--- config.mk ---
export PLATFORM = sky130hd
export DESIGN_NAME = bchr_regs
export DESIGN_NICKNAME = d
export VERILOG_FILES = /design/src/inc/bchr_pkg.sv /design/src/logic/bchr_regs.sv
export VERILOG_INCLUDE_DIRS = /design/src /design/src/inc
export SDC_FILE = /design/constraint.sdc
export NUM_CORES = 1
export LEC_CHECK = 0
export ABC_CLOCK_PERIOD_IN_PS = 4200
export BUFFER_PORTS_ARGS = -buffer_cell sky130_fd_sc_hd__buf_2
export CAP_MARGIN = 20
export CORE_MARGIN = 5
export CORE_UTILIZATION = 52
export CTS_CLUSTER_SIZE = 20
export DETAILED_ROUTE_END_ITERATION = 8
export GPL_ROUTABILITY_DRIVEN = 0
export PLACE_DENSITY = 0.92
export RECOVER_POWER = 25
export SLEW_MARGIN = 20
export SYNTH_ARGS = -nofsm -noshare
export SYNTH_HDL_FRONTEND = slang
export SYNTH_SLANG_ARGS = --single-unit
--- constraint.sdc ---
create_clock -name I_CLK -period 4.2 [get_ports I_CLK]
set_input_delay 0.63 -clock I_CLK [delete_from_list [all_inputs] [get_ports I_CLK]]
set_output_delay 0.63 -clock I_CLK [all_outputs]
set_load 0.03 [all_outputs]
--- src/inc/bchr_defs.svh ---
// register indices, field positions and reset values of the bridge header slice
// assumes: byte address on the bus is four times the register index
`ifndef BCHR_DEFS_SVH
`define BCHR_DEFS_SVH

// ----------------------------------------------------------------------------
// register indices
// ----------------------------------------------------------------------------
`define BCHR_IDX_CLS     10'h00C
`define BCHR_IDX_PLT     10'h00D
`define BCHR_IDX_HDR     10'h00E
`define BCHR_IDX_SELF_TEST    10'h00F
`define BCHR_IDX_BASE_ADDRESS_0    10'h010
`define BCHR_IDX_BASE_ADDRESS_1    10'h014
`define BCHR_IDX_PBUS    10'h018
`define BCHR_IDX_SBUS    10'h019
`define BCHR_IDX_SUBUS   10'h01A
`define BCHR_IDX_SLT     10'h01B
`define BCHR_IDX_IOB     10'h01C
`define BCHR_IDX_IOL     10'h01D
`define BCHR_IDX_UNLOCK  10'h03F

// ----------------------------------------------------------------------------
// fields and reset values
// ----------------------------------------------------------------------------
`define BCHR_CAP_BIT     0
`define BCHR_WIN_LSB     4
`define BCHR_HDR_CODE    8'h01
`define BCHR_CLS_RST     8'h00
`define BCHR_BUS_RST     8'h00
`define BCHR_CAP_RST     1'h1
`define BCHR_IOB_RST     4'hF
`define BCHR_IOL_RST     4'h0
`define BCHR_LOW_FILL    12'hFFF
`define BCHR_LOW_ZERO    12'h000

`endif

--- src/inc/bchr_pkg.sv ---
// types shared by the bridge header slice
// assumes: nothing beyond a SystemVerilog compiler
`default_nettype none

package bchr_pkg;
    typedef struct packed {
        logic        valid;
        logic [31:0] addr;
    } bchr_io_req_t;

    typedef struct packed {
        logic valid;
        logic forward;
    } bchr_io_dec_t;
endpackage : bchr_pkg

`default_nettype wire

--- src/logic/bchr_regs.sv ---
// type 1 bridge header slice: cache line, bus numbers, I/O window, APB slave
// assumes: APB master on I_CLK, I/O requests synchronous to I_CLK
//
// Overview of operation
// - cache line size: RW, reset zero, no effect
// - primary latency timer reads zero
// - header type reads 0x01
// - self test register reads zero
// - both base address registers read zero
// - primary bus number RW, reset zero, inert
// - secondary bus number RW, reset zero
// - subordinate bus number RW, reset zero
// - secondary latency timer reads zero
// - I/O width flag resets one, lock-gated writes
// - limit bit 0 mirrors width flag
// - base bits 7:4 RW, reset 0xF
// - limit bits 7:4 RW, reset zero, low 0xFFF
// - forward I/O inside base-limit window
`default_nettype none
`include "bchr_defs.svh"

module bchr_regs
    import bchr_pkg::*;
(
    input  wire logic         I_CLK,
    input  wire logic         I_ARST_N,
    input  wire logic         I_PSEL,
    input  wire logic         I_PENABLE,
    input  wire logic         I_PWRITE,
    input  wire logic [11:0]  I_PADDR,
    input  wire logic [31:0]  I_PWDATA,
    input  wire logic [3:0]   I_PSTRB,
    output logic              O_PREADY,
    output logic [31:0]       O_PRDATA,
    output logic              O_PSLVERR,
    input  wire bchr_io_req_t I_IO_REQ,
    output bchr_io_dec_t      O_IO_DEC
);

    // ------------------------------------------------------------------------
    // bus decode
    // ------------------------------------------------------------------------
    logic [9:0]  idx;
    logic        setup;
    logic        wr;
    logic        hit_d;
    logic [7:0]  rd_d;
    logic [7:0]  wb;

    logic [7:0]  cache_line_size_field_q;
    logic [7:0]  upstream_bus_id_q;
    logic [7:0]  downstream_bus_id_q;
    logic [7:0]  highest_bus_id_q;
    logic        io_addressing_width_flag_q;
    logic [3:0]  io_window_low_bits_q;
    logic [3:0]  io_window_high_bits_q;
    logic        unlock_q;
    logic [31:0] prdata_q;
    logic        pslverr_q;
    logic        fwd_d;
    bchr_io_dec_t dec_q;

    assign idx   = I_PADDR[11:2];
    assign setup = I_PSEL & ~I_PENABLE;
    assign wr    = I_PSEL & I_PENABLE & I_PWRITE & I_PSTRB[0];
    assign wb    = I_PWDATA[7:0];

    // zero-wait slave: access phase always completes in one cycle
    assign O_PREADY  = 1'b1;
    assign O_PRDATA  = prdata_q;
    assign O_PSLVERR = pslverr_q;
    assign O_IO_DEC  = dec_q;

    always_comb begin
        hit_d = 1'b1;
        rd_d  = 8'h00;
        unique case (idx)
            `BCHR_IDX_CLS:    rd_d = cache_line_size_field_q;
            `BCHR_IDX_PLT:    rd_d = 8'h00;
            `BCHR_IDX_HDR:    rd_d = `BCHR_HDR_CODE;
            `BCHR_IDX_SELF_TEST:   rd_d = 8'h00;
            `BCHR_IDX_BASE_ADDRESS_0:   rd_d = 8'h00;
            `BCHR_IDX_BASE_ADDRESS_1:   rd_d = 8'h00;
            `BCHR_IDX_PBUS:   rd_d = upstream_bus_id_q;
            `BCHR_IDX_SBUS:   rd_d = downstream_bus_id_q;
            `BCHR_IDX_SUBUS:  rd_d = highest_bus_id_q;
            `BCHR_IDX_SLT:    rd_d = 8'h00;
            `BCHR_IDX_IOB:    rd_d = {io_window_low_bits_q, 3'h0,
                                      io_addressing_width_flag_q};
            `BCHR_IDX_IOL:    rd_d = {io_window_high_bits_q, 3'h0,
                                      io_addressing_width_flag_q};
            `BCHR_IDX_UNLOCK: rd_d = {7'h00, unlock_q};
            default:          hit_d = 1'b0;
        endcase
    end

    // read data and error captured in setup, presented in access
    always_ff @(posedge I_CLK or negedge I_ARST_N) begin
        if (!I_ARST_N) begin
            prdata_q  <= 32'h0000_0000;
            pslverr_q <= 1'b0;
        end else if (setup) begin
            prdata_q  <= {24'h00_0000, rd_d};
            pslverr_q <= ~hit_d;
        end
    end

    // ------------------------------------------------------------------------
    // software registers
    // ------------------------------------------------------------------------
    always_ff @(posedge I_CLK or negedge I_ARST_N) begin
        if (!I_ARST_N) begin
            cache_line_size_field_q <= `BCHR_CLS_RST;
        end else if (wr && idx == `BCHR_IDX_CLS) begin
            cache_line_size_field_q <= wb;
        end
    end

    always_ff @(posedge I_CLK or negedge I_ARST_N) begin
        if (!I_ARST_N) begin
            upstream_bus_id_q   <= `BCHR_BUS_RST;
            downstream_bus_id_q <= `BCHR_BUS_RST;
            highest_bus_id_q    <= `BCHR_BUS_RST;
        end else if (wr) begin
            if (idx == `BCHR_IDX_PBUS) begin
                upstream_bus_id_q <= wb;
            end
            if (idx == `BCHR_IDX_SBUS) begin
                downstream_bus_id_q <= wb;
            end
            if (idx == `BCHR_IDX_SUBUS) begin
                highest_bus_id_q <= wb;
            end
        end
    end

    always_ff @(posedge I_CLK or negedge I_ARST_N) begin
        if (!I_ARST_N) begin
            unlock_q <= 1'b0;
        end else if (wr && idx == `BCHR_IDX_UNLOCK) begin
            unlock_q <= wb[0];
        end
    end

    // width flag only moves while the unlock bit is set
    always_ff @(posedge I_CLK or negedge I_ARST_N) begin
        if (!I_ARST_N) begin
            io_addressing_width_flag_q <= `BCHR_CAP_RST;
        end else if (wr && unlock_q && idx == `BCHR_IDX_IOB) begin
            io_addressing_width_flag_q <= wb[`BCHR_CAP_BIT];
        end
    end

    always_ff @(posedge I_CLK or negedge I_ARST_N) begin
        if (!I_ARST_N) begin
            io_window_low_bits_q  <= `BCHR_IOB_RST;
            io_window_high_bits_q <= `BCHR_IOL_RST;
        end else if (wr) begin
            if (idx == `BCHR_IDX_IOB) begin
                io_window_low_bits_q <= wb[7:`BCHR_WIN_LSB];
            end
            if (idx == `BCHR_IDX_IOL) begin
                io_window_high_bits_q <= wb[7:`BCHR_WIN_LSB];
            end
        end
    end

    // ------------------------------------------------------------------------
    // I/O window decode
    // ------------------------------------------------------------------------
    // upper 16 address bits must be zero; upper window halves live elsewhere
    always_comb begin
        fwd_d = (I_IO_REQ.addr[31:16] == 16'h0000)
              && (I_IO_REQ.addr[15:0] >= {io_window_low_bits_q, `BCHR_LOW_ZERO})
              && (I_IO_REQ.addr[15:0] <= {io_window_high_bits_q, `BCHR_LOW_FILL});
    end

    always_ff @(posedge I_CLK or negedge I_ARST_N) begin
        if (!I_ARST_N) begin
            dec_q <= '0;
        end else begin
            dec_q.valid   <= I_IO_REQ.valid;
            dec_q.forward <= I_IO_REQ.valid & fwd_d;
        end
    end
endmodule : bchr_regs

`default_nettype wire
### Word-level counts from Yosys, hierarchy flattened

Index checks and enable logic that the tools add are counted.
Widths: inputs -> output; s select.

| cells by class | value |
|---|---|
| bitwise gates (word level) | 7 |
| equal/unequal tests | 13 |
| reduce and logical (&&, ||, !) cells | 13 |
| magnitude comparators | 2 |
| multiplexer cells | 2 |

Operator list:

| kind | count |
|---|---|
| $eq 10x5->1 const B | 8 |
| $pmux 8 s8 | 1 |
| $eq 10x4->1 const B | 4 |
| $ge 16x16->1 | 1 |
| $le 16x16->1 | 1 |
| $logic_not 16->1 | 1 |
| $reduce_or 13->1 | 1 |
| $eq 10x6->1 const B | 1 |
| $reduce_and 2->1 | 5 |
| $logic_and 1x1->1 | 6 |
| $and 1x1->1 | 5 |
| $not 1->1 | 2 |
| $mux 1 | 1 |

| storage, ports and cells | value |
|---|---|
| input bits | 86 |
| register bits | 53 |
| output and inout bits | 36 |

### Depth between registers and ports, before layout

Gate-level depths: netlist of the first run.

| depth | value |
|---|---|
| word-level depth | 5 |
| depth in mapped cells | 6 |
| mapped depth without buffers | 6 |

### Worst setup path after synthesis of the first run

Ideal clock, no wire load.

| path | value |
|---|---|
| kind | input -> register |
| start | input port I_PADDR[4] |
| end | register upstream_bus_id_q[0] |
| path buffers | 1 |
| library setup time | 125 ps |
| setup slack | 2075 ps |
| stages | 4 |
| arrival time | 2000 ps |
| cells stage by stage | clkbuf_1 > nor3b_2 > nor4b_4 > mux2_2 |

| between the ends | value |
|---|---|
| word-level cells in the longest chain between the ends | 2 |

Ends and longest elaborated chain:

| what | RTL line | source |
|---|---|---|
| start, declared | bchr_regs.sv:30 | `input wire logic [11:0] I_PADDR,` |
| $eq 10x5->1 | -- |  |
| $reduce_and 2->1 (no source line) | -- |  |
| end signal, assigned | bchr_regs.sv:121 | `` upstream_bus_id_q <= `BCHR_BUS_RST; `` |
| end signal, assigned | bchr_regs.sv:126 | `upstream_bus_id_q <= wb;` |
| end, declared | bchr_regs.sv:51 | `logic [7:0] upstream_bus_id_q;` |

Every way passes these cells.
A chain may end at the register's enable or synchronous reset.

### Worst setup path after layout of the first run

| path | value |
|---|---|
| start | input port I_PADDR[9] |
| end | register upstream_bus_id_q[4] |

The elaborated chain is that of the path after synthesis.

==> results of run 1 <==
-- stage by stage --
stage          power [uW]  std cells  area [um2]
6_report              938        411        3370
3_3_place_gp          635        403        3270
2_1_floorplan         604        296        3060
5_1_grt               973        411        3370
3_5_place_dp          640        403        3270
4_1_cts               942        411        3370
-- cell type report --
cell class,instances,area share [%]
multi-input combinational,200,43.5
sequential,53,39.5
timing repair buffer,68,10.2
clock buffer,7,2.86
tap,72,2.67
inverter,10,1.11
clock inverter,1,0.148
-- synthesized netlist by cell type, types with 2 or more instances --
master / number
mux2i_1: 8
dfstp_2: 5
inv_1: 10
dfrtp_1: 48
nor2b_1: 3
a21o_1: 2
o21ai_0: 12
buf_4: 25
a22oi_1: 8
nor4_1: 7
nor3_1: 7
o211ai_1: 3
nor4b_4: 2
conb_1: 2
ha_1: 8
nor2_1: 14
nand2_1: 17
nand3_1: 6
a21oi_1: 8
nand3b_1: 5
clkbuf_1: 5
nand4_1: 8
mux2_2: 43
buf_1: 2
-- cell families (layout without fill, tap and decap cells) --
family,Yosys count,count (layout),synth area share (%)
flip-flops,53,53,44.9
buffers and inverters,43,86,8.64
other,2,25,0.253
multiplexers,51,51,19.0
AO/OA/AOI/OAI,38,38,8.09
AND/OR/NAND/NOR,78,78,15.8
adder cells (fa/ha/maj),8,8,3.37
-- registers in the layout, indices dropped and copies added (netlist names), 2 cells and up --
signal,count
O_PRDATA,8
cache_line_size_field_q,8
downstream_bus_id_q,8
highest_bus_id_q,8
upstream_bus_id_q,8
io_window_high_bits_q,4
io_window_low_bits_q,4
O_IO_DEC,2
-- critical path: stages --
cell	delay (ps)
buf_2	110
nor4_1	380
nand3_1	260
nor4b_4	630
mux2_2	410
-- metal layers --
metal	global-route usage (%)	up-vias	part of all wire (%)
met3	3.55	18	7.2
met2	33.8	105	50
met4	8.20	0	2.8
met1	21.9	1135	40
li1	-	1075	-
met5	0	-	0
-- worst min-delay path by stage --
stage / from / endpoint / slack (ps) / cells after the start
floorplan: I_ARST_N / O_IO_DEC[0]$_DFF_PN0_ / 330 / 0
global placement: O_PRDATA[0]$_DFFE_PN0P_ / O_PRDATA[0]$_DFFE_PN0P_ / 460 / 2
detailed placement: O_PRDATA[0]$_DFFE_PN0P_ / O_PRDATA[0]$_DFFE_PN0P_ / 470 / 2
CTS: I_IO_REQ[32] / O_IO_DEC[1]$_DFF_PN0_ / 440 / 1
global route: I_IO_REQ[32] / O_IO_DEC[1]$_DFF_PN0_ / 440 / 1
finish: I_ARST_N / O_PSLVERR$_DFFE_PN0P_ / 420 / 2
-- where the power goes --
group | total [uW] | internal [uW] | switching, uW
logic | 119 | 34.6 | 84.6
clock network | 307 | 149 | 157
registers | 512 | 512 | 0.692
==> key figures, run 1 <==
Place
  • Detail Placement HPWL: ~5.3 mm
  • Place WS: around 1700 ps
  • I/O Buffers: 67

Die
  • Io pins: approximately 120
  • Core footprint: approximately 5500 um2
  • Die Y: 85.6 um
  • Die Wd: 85.6 um
  • Effective utilization at floorplan: ~54%
  • Num rows: 27
  • Die area: roughly 7300 um2

Global route
  • First-pass GRT wire length: between 10 and 15 mm
  • Largest net degree at the start of global routing: between 50 and 60
  • Initial antenna violation count: 0
  • Total track usage: around a fifth
  • Vias in the first global route: roughly 2,400
  • Grt total ovfl: 0

Critical path
  • Worst path required time: 4390 ps
  • RR Endpoint: O_IO_DEC[0]$_DFF_PN0_
  • Crit Path Category: in -> reg
  • End of the critical path: upstream_bus_id_q[4]$_DFFE_PN0P_
  • Worst setup EP type: flop
  • Cell depth of the worst flop-to-flop path: 6
  • Crit. Startpoint: I_PADDR[9]
  • Crit-path max FO: 8
  • Crit path arrival time: 2430 ps
  • CP Launch Type: input port
  • Worst R2R Start: io_window_low_bits_q[2]$_DFFE_PN1P_
  • R2R Setup Slk: about 2200 ps

Layout
  • Reg area: about 1300 um2
  • Area grow syn2layout: 13.5%
  • Ant diodes: 0
  • Fill count: 433
  • Layout cells sized above 1: 38.6%
  • Area of the multi-input gates: between 1000 and 1500 um2
  • Nets@finish: about 430
  • Final Util: between 60% and 70%
  • Most common cell after layout, fill and taps aside: buf_2
  • Most frequent cells in the layout: buf_2, dfrtp_1, mux2_2

Logic synthesis
  • Primary FF master, synth: dfrtp_1
  • Post-synth EDFFs: 0
  • Top-area cell type share of the netlist area: 40.5%
  • Yosys top cell by area: dfrtp_1
  • Synthesized flop and latch total: between 50 and 60
  • Mapped Area: 2970 um2
  • Synth Warn #: 0
  • Synth unique cells: 39
  • Asr flop ratio synth: 100%
  • Register area share after synthesis: approximately 45%
  • Top cells by area, synth: dfrtp_1, mux2_2, buf_4
  • Synthesized netlist cell count: 273
  • Syn_area_per_cell: approximately 11 um2

STA
  • Period Utilization, post-route: around 53%
  • F_max: roughly 0.45 GHz
  • Worst slew pin tran: 792 ps
  • RSZ-0062 raised after global routing: false
  • Final slew viol count: 0
  • Post-layout min period: 2230 ps
  • Final setup violation count: 0
  • Slew headroom: 47.1%
  • Worst hold margin: about 420 ps
  • Worst Skew: approximately 6.7 ps
  • Endpoints failing hold: 0
  • Total negative slack: 0 ps
  • Setup ws final: 1970 ps

Clock tree
  • Hold_buf cts: 0
  • # Post-CTS Setup Buffers: 0
  • Max Buffers Root-to-Sink: 2
  • Num CTS Buffers: 5
  • Post-CTS sizing: 0
  • H-tree depth: 2
  • Register clock-pin slew on the reported worst setup and hold paths: approximately 90 ps
  • CTS tree: built
  • Clock Latency Late Sink: 300 ps
  • Clock Root Buffer: clkbuf_8
  • Clock Sinks: 53

Power
  • VDD IR max: between 0.15 and 0.2 mV
  • LEAKAGE: about 0.0016 uW
  • Pwr dens: 278 nW/um2

Routing
  • Wirelength, routed: roughly 6.8 mm
  • DRC viols: 0
  • Post-route ant nets: 0
  • Via density: around 5.7
  • DR iter-0 viols: 182
  • TritonRoute pass-1 iters: 5
  • Routed wire length per instance: 16.6 um
  • Vias: 2,333

Job
  • Number of max-cap violations: 0

Min path
  • Hold WC Path Type: in -> async

Run status
  • Outcome: complete, no violations
(Power assumes the default switching activity.)
==> run 2: changes to the inputs <==
--- a/config.mk
+++ b/config.mk
@@ -6,15 +6,15 @@
 export SDC_FILE = /design/constraint.sdc
 export NUM_CORES = 1
 export LEC_CHECK = 0
-export ABC_CLOCK_PERIOD_IN_PS = 4200
+export ABC_CLOCK_PERIOD_IN_PS = 2000
 export BUFFER_PORTS_ARGS = -buffer_cell sky130_fd_sc_hd__buf_2
 export CAP_MARGIN = 20
 export CORE_MARGIN = 5
-export CORE_UTILIZATION = 52
+export CORE_UTILIZATION = 44
 export CTS_CLUSTER_SIZE = 20
 export DETAILED_ROUTE_END_ITERATION = 8
 export GPL_ROUTABILITY_DRIVEN = 0
-export PLACE_DENSITY = 0.92
+export PLACE_DENSITY = 0.84
 export RECOVER_POWER = 25
 export SLEW_MARGIN = 20
 export SYNTH_ARGS = -nofsm -noshare
==> constraint.sdc (replaced) <==
create_clock -name I_CLK -period 2 [get_ports I_CLK]
set_input_delay 0.3 -clock I_CLK [delete_from_list [all_inputs] [get_ports I_CLK]]
set_output_delay 0.3 -clock I_CLK [all_outputs]
set_load 0.03 [all_outputs]
==> run 2 against run 1 <==
Against the previous run:
- clock power rose by 130%
- sequential cell count did not move
- hold slack got worse by 320 ps
- sequential power rose by 110%
- non-clock buffer count rose by 12
- cell area rose by 3.5%
- via count fell by 1.5%
- register-to-register slack got worse by 2000 ps
- routed wire length rose by 2.5%
- critical path type is now reg -> reg
==> key figures, run 2 (synthesized netlist as in run 1, its figures left out) <==
Power
  • Flop pwr share: 52.4% (was 54.6%)
  • Psw: 529 uW (was 243 uW)
  • Clock Power Share: 35.0% (was 32.7%)
  • LEAKAGE: 0.00170 uW (was 0.00164 uW)
  • Cell-internal power: 1530 uW (was 695 uW)
  • VDD IR max: 0.263 mV (was 0.154 mV)
  • Logic pwr share: 12.6% (was 12.7%)
  • Sw Share: 25.7% (was 25.9%)
  • Pwr dens: 589 nW/um2 (was 278 nW/um2)

Critical path
  • RR Endpoint: O_IO_DEC[0]$_DFF_PN0_ (unchanged)
  • Crit Path Category: reg -> reg (was in -> reg)
  • Worst R2R Start: io_window_low_bits_q[2]$_DFFE_PN1P_ (unchanged)
  • Crit path arrival time: 1950 ps (was 2430 ps)
  • Crit-path max FO: 2 (was 8)
  • CP Launch Type: flop (was input port)
  • Cell depth of the worst flop-to-flop path: 6 (unchanged)
  • R2R Setup Slk: 240 ps (was 2230 ps)
  • Worst setup EP type: flop (unchanged)
  • Worst path required time: 2190 ps (was 4390 ps)

Routing
  • DR iter-0 viols: 234 (was 182)
  • Routed wire length per instance: 16.2 um (was 16.6 um)
  • Post-route ant nets: 0 (unchanged)
  • Vias: 2,297 (was 2,333)
  • DRC viols: 0 (unchanged)
  • TritonRoute pass-1 iters: 4 (was 5)
  • Wirelength, routed: 6.97 mm (was 6.80 mm)
  • Via density: 5.33 (was 5.68)

Layout
  • Layout cells sized above 1: 39.6% (was 38.6%)
  • Most frequent cells in the layout: buf_2, dfrtp_1, mux2_2 (unchanged)
  • Most common cell after layout, fill and taps aside: buf_2 (unchanged)
  • Post-route cell area: 3490 um2 (was 3370 um2)
  • Area grow syn2layout: 17.5% (was 13.5%)
  • Nets@finish: 444 (was 432)
  • Layout Cells excl Fill: 431 (was 411)
  • Ant diodes: 0 (unchanged)

Run status
  • Outcome: complete, no violations (unchanged)

STA
  • RSZ-0062 raised after global routing: false (unchanged)
  • Period Utilization, post-route: approximately nine tenths
  • Worst hold margin: 99.3 ps (was 416 ps)
  • Worst Skew: 7.98 ps (was 6.70 ps)
  • Setup ws final: 235 ps (was 1970 ps)
  • Post-layout min period: roughly 1800 ps
  • F_max: between 0.5 and 0.6 GHz
  • Worst slew pin tran: 1370 ps (was 792 ps)
  • Endpoints failing hold: 0 (unchanged)
  • Slew headroom: 8.76% (was 47.1%)
  • Final slew viol count: 0 (unchanged)
  • Final setup violation count: 0 (unchanged)

Job
  • Number of max-cap violations: 0 (unchanged)

Place
  • Detail Placement HPWL: 5.50 mm (was 5.25 mm)
  • I/O Buffers: 67 (unchanged)
  • Dpl cell area: 3370 um2 (was 3270 um2)
  • Placed instance count: 422 (was 403)
  • Place WS: -17.2 ps (was 1660 ps)

Global route
  • First-pass GRT wire length: 11.6 mm (was 11.2 mm)
  • Total track usage: 17.1% (was 18.9%)
  • Grt total ovfl: 0 (unchanged)
  • Largest net degree at the start of global routing: 31 (was 54)
  • Vias in the first global route: 2,331 (was 2,443)
  • Initial antenna violation count: 0 (unchanged)

Min path
  • Hold Startpoint: I_IO_REQ[32]
  • Hold Path End: O_IO_DEC[1]$_DFF_PN0_
  • Hold Path Depth: 1
  • Hold WC Path Type: in -> reg (was in -> async)

Clock tree
  • Max Buffers Root-to-Sink: 2 (unchanged)
  • H-tree depth: 2 (unchanged)
  • Num CTS Buffers: 5 (unchanged)
  • # Post-CTS Setup Buffers: 0 (unchanged)
  • Clock Sinks: 53 (unchanged)
  • Clock Root Buffer: clkbuf_8 (unchanged)
  • Register clock-pin slew on the reported worst setup and hold paths: 100 ps (was 90 ps)
  • CTS tree: built (unchanged)
  • Clock Latency Late Sink: 310 ps (was 300 ps)

Die
  • Die Y: 92.1 um (was 85.6 um)
  • Die Wd: 92.1 um (was 85.6 um)
  • Die area: 8490 um2 (was 7320 um2)
  • Effective utilization at floorplan: 44.4% (was 53.6%)
  • Io pins: 122 (unchanged)
  • Core footprint: 6680 um2 (was 5540 um2)
  • Num rows: 30 (was 27)
==> run 2: metrics by stage <==
step	utilization (%)	TNS (ps)	power (uW)
global route	52.2	0	2140
finish	52.2	0	2060
detailed placement	50.5	-84.1	1350
CTS	52.3	0	2070
global placement	50.5	0	1340
floorplan	-	0	1270
==> run 2: repair_timing <==
item / in CTS / in global routing
resized for setup: 0 / 0
hold buffers: 1 / 0
endpoints found under the hold margin: 23 / 0
==> run 2: worst max path at each step <==
stage / startpoint / depth (start not counted) / slack (ps) / to
after global placement: I_PADDR[9] / 5 / 10 / downstream_bus_id_q[2]$_DFFE_PN0P_
after floorplan: I_PADDR[4] / 4 / 200 / upstream_bus_id_q[0]$_DFFE_PN0P_
final: io_window_low_bits_q[2]$_DFFE_PN1P_ / 6 / 240 / O_IO_DEC[0]$_DFF_PN0_
after detailed placement: I_PADDR[9] / 5 / -20 / downstream_bus_id_q[1]$_DFFE_PN0P_
after CTS: io_window_low_bits_q[2]$_DFFE_PN1P_ / 6 / 220 / O_IO_DEC[0]$_DFF_PN0_
after global routing: I_ARST_N / 3 / 60 / io_window_low_bits_q[2]$_DFFE_PN1P_
==> run 2: worst max-delay path, stage by stage, from the launching register on <==
cell	delay (ps)
dfstp_2	540
inv_1	50
ha_1	290
nand2_1	70
nor4_1	160
a41oi_1	140
a2111oi_0	390
==> run 2: cell type report <==
type / instances / area (um2)
clock buffer: 6 / 72.6
tap: 80 / 100
sequential: 53 / 1330
fill: 571 / 3190
inverter: 10 / 37.5
timing repair buffer: 80 / 445
clock inverter: 2 / 35.0
multi-input combinational: 200 / 1470
==> run 2: metal layers <==
layer  wire, um  GRT usage, %  share of wire, %
met1       2840          21.5                41
met2       3580          29.6                51
met3        448          3.28               6.4
met4        104          5.69               1.5
met5          0             0                 0
==> run 2: power groups by stage <==
stage | Combinational (uW) | Sequential [uW] | Clock (uW)
floorplan | 168 | 1100 | 0
global placement | 248 | 1100 | 0
detailed placement | 256 | 1100 | 0
CTS | 258 | 1080 | 737
global route | 283 | 1080 | 785
finish | 260 | 1080 | 720
==> run 3: changes to the inputs <==
--- a/config.mk
+++ b/config.mk
@@ -6,15 +6,14 @@
 export SDC_FILE = /design/constraint.sdc
 export NUM_CORES = 1
 export LEC_CHECK = 0
-export ABC_CLOCK_PERIOD_IN_PS = 2000
+export ABC_CLOCK_PERIOD_IN_PS = 2050
 export BUFFER_PORTS_ARGS = -buffer_cell sky130_fd_sc_hd__buf_2
 export CAP_MARGIN = 20
-export CORE_MARGIN = 5
-export CORE_UTILIZATION = 44
+export CORE_UTILIZATION = 52
 export CTS_CLUSTER_SIZE = 20
 export DETAILED_ROUTE_END_ITERATION = 8
 export GPL_ROUTABILITY_DRIVEN = 0
-export PLACE_DENSITY = 0.84
+export PLACE_DENSITY = 0.92
 export RECOVER_POWER = 25
 export SLEW_MARGIN = 20
 export SYNTH_ARGS = -nofsm -noshare
==> constraint.sdc (replaced) <==
create_clock -name I_CLK -period 2.05 [get_ports I_CLK]
set_input_delay 0.3075 -clock I_CLK [delete_from_list [all_inputs] [get_ports I_CLK]]
set_output_delay 0.3075 -clock I_CLK [all_outputs]
set_load 0.03 [all_outputs]
==> run 3 against run 2 <==
Against the previous run:
- count of clock-buffer cells in the layout shrank 1
- critical endpoint unchanged
- hold slack gained 10 ps
- via count grew 2.5%
- sequential cell count is the same
- highest routed layer unchanged
==> key figures, run 3 (synthesized netlist as in run 1, its figures left out) <==
Power
  • LEAKAGE: 0.00170 uW (about the same)
  • Flop pwr share: 56.0% (was 52.4%)
  • Total power: 1870 uW (was 2060 uW)
  • Logic pwr share: 13.3% (was 12.6%)
  • Pwr dens: 542 nW/um2 (was 589 nW/um2)
  • Cell-internal power: 1360 uW (was 1530 uW)
  • Psw: 512 uW (was 529 uW)
  • Clock Power Share: 30.7% (was 35.0%)
  • VDD IR max: 0.394 mV (was 0.263 mV)
  • Sw Share: 27.3% (was 25.7%)

STA
  • Worst Skew: 7.17 ps (was 7.98 ps)
  • Worst slew pin tran: 1270 ps (was 1370 ps)
  • RSZ-0062 raised after global routing: false (unchanged)
  • Endpoints failing hold: 0 (unchanged)
  • Final setup violation count: 0 (unchanged)
  • Post-layout min period: 1840 ps (was 1760 ps)
  • Slew headroom: 15.1% (was 8.76%)
  • Period Utilization, post-route: 89.6% (was 88.2%)
  • F_max: 0.544 GHz (was 0.567 GHz)
  • Final slew viol count: 0 (unchanged)

Die
  • Effective utilization at floorplan: 53.9% (was 44.4%)
  • Num rows: 27 (was 30)
  • Die Y: 77.6 um (was 92.1 um)
  • Core footprint: 5510 um2 (was 6680 um2)
  • Io pins: 122 (unchanged)
  • Die Wd: 77.6 um (was 92.1 um)
  • Die area: 6020 um2 (was 8490 um2)

Clock tree
  • Hold_buf cts: 0 (was 1)
  • CTS tree: built (unchanged)
  • # Post-CTS Setup Buffers: 0 (unchanged)
  • Clock Latency Late Sink: 310 ps (about the same)
  • Clock Sinks: 53 (unchanged)
  • Num CTS Buffers: 5 (unchanged)
  • Post-CTS sizing: 0 (unchanged)
  • Max Buffers Root-to-Sink: 2 (unchanged)
  • Register clock-pin slew on the reported worst setup and hold paths: 100 ps (about the same)
  • Clock Root Buffer: clkbuf_8 (unchanged)
  • H-tree depth: 2 (unchanged)

Routing
  • Vias: 2,354 (was 2,297)
  • TritonRoute pass-1 iters: 6 (was 4)
  • DR iter-0 viols: 146 (was 234)
  • DRC viols: 0 (unchanged)
  • Routed wire length per instance: 15.0 um (was 16.2 um)
  • Wirelength, routed: 6.37 mm (was 6.97 mm)
  • Via density: 5.54 (was 5.33)
  • Post-route ant nets: 0 (unchanged)

Layout
  • Final Util: 62.8% (was 52.2%)
  • Most frequent cells in the layout: buf_2, dfrtp_1, mux2_2 (unchanged)
  • Layout cells sized above 1: 41.1% (was 39.6%)
  • Area grow syn2layout: 16.5% (was 17.5%)
  • Nets@finish: 446 (was 444)
  • Most common cell after layout, fill and taps aside: buf_2 (unchanged)
  • Ant diodes: 0 (unchanged)

Global route
  • Largest net degree at the start of global routing: 54 (was 31)
  • Total track usage: 22.7% (was 17.1%)
  • Initial antenna violation count: 0 (unchanged)
  • Vias in the first global route: 2,359 (was 2,331)
  • Grt total ovfl: 0 (unchanged)
  • First-pass GRT wire length: 10.7 mm (was 11.6 mm)

Place
  • Detail Placement HPWL: 4.92 mm (was 5.50 mm)
  • I/O Buffers: 67 (unchanged)

Critical path
  • R2R Setup Slk: 210 ps (was 240 ps)
  • Crit path arrival time: 2010 ps (was 1950 ps)
  • RR Endpoint: O_IO_DEC[0]$_DFF_PN0_ (unchanged)
  • Worst path required time: 2220 ps (was 2190 ps)
  • Crit-path max FO: 2 (unchanged)
  • Worst R2R Start: io_window_low_bits_q[1]$_DFFE_PN1P_ (was io_window_low_bits_q[2]$_DFFE_PN1P_)
  • CP Launch Type: flop (unchanged)
  • Worst setup EP type: flop (unchanged)
  • Cell depth of the worst flop-to-flop path: 6 (unchanged)
  • Crit Path Category: reg -> reg (unchanged)
  • Crit. Startpoint: io_window_low_bits_q[1]$_DFFE_PN1P_ (was io_window_low_bits_q[2]$_DFFE_PN1P_)

Job
  • Number of max-cap violations: 0 (unchanged)

Min path
  • Hold WC Path Type: in -> reg (unchanged)
  • Hold Startpoint: I_IO_REQ[32] (unchanged)
  • Hold Path Depth: 1 (unchanged)
  • Hold Path End: O_IO_DEC[1]$_DFF_PN0_ (unchanged)

Run status
  • Outcome: complete, no violations (unchanged)
run 3: changes by cell type in the layout (fill, tap and decap cells not counted):
cell	change
buf_12	-1
buf_2	+2
buf_4	+3
bufinv_16	-1
clkbuf_1	-3
clkbuf_2	+1
clkinv_2	+1
clkinvlp_4	+1
dlygate4sd3_1	-1
run 3: cell type report:
cell class	count	area, um2
Multi-Input combinational cell	200	1470
Inverter	10	37.5
Sequential cell	53	1330
Clock buffer	5	68.8
Tap cell	72	90.1
Clock inverter	3	17.5
Fill cell	427	2050
Timing Repair Buffer	82	445
run 3: routing by layer:
layer / part of all wire [%] / wire [um] / GRT usage [%] / vias to the layer above
li1: - / - / - / 1101
met1: 42 / 2640 / 27.9 / 1123
met2: 50 / 3170 / 39.2 / 109
met3: 5.6 / 358 / 4.12 / 21
met4: 3.0 / 193 / 8.87 / 0
met5: 0 / 0 / 0 / -
run 3: power groups by stage:
stage | sequential [uW] | combinational [uW] | clock, uW
finish | 1050 | 250 | 575
global route | 1050 | 274 | 622
CTS | 1050 | 250 | 584
detailed placement | 1070 | 249 | 0
global placement | 1070 | 242 | 0
floorplan | 1070 | 164 | 0
run 3: worst max-delay path by stage:
stage                                             to  slack [ps]
detailed placement  upstream_bus_id_q[7]$_DFFE_PN0P_         -40
CTS                            O_IO_DEC[0]$_DFF_PN0_         180
global route                   O_IO_DEC[0]$_DFF_PN0_          50
finish                         O_IO_DEC[0]$_DFF_PN0_         210
floorplan           upstream_bus_id_q[0]$_DFFE_PN0P_         250
global placement    upstream_bus_id_q[2]$_DFFE_PN0P_           9
run 3: per-stage QoR:
stage	hold slack, ps	cells	area, um2	setup TNS, ps	setup slack (ps)
5_1_grt	109	425	3460	0	53.1
3_3_place_gp	435	417	3370	0	8.99
2_1_floorplan	11.9	296	3060	0	247
6_report	109	425	3460	0	213
4_1_cts	110	425	3460	0	176
3_5_place_dp	433	417	3370	-190	-36.9
run 3: worst max-delay path, cell delays in order, from the launching register on:
cell       delay, ps
dfstp_2          540
inv_1             60
ha_1             270
nand2_1           70
nor4_1           160
a41oi_1          150
a2111oi_0        450
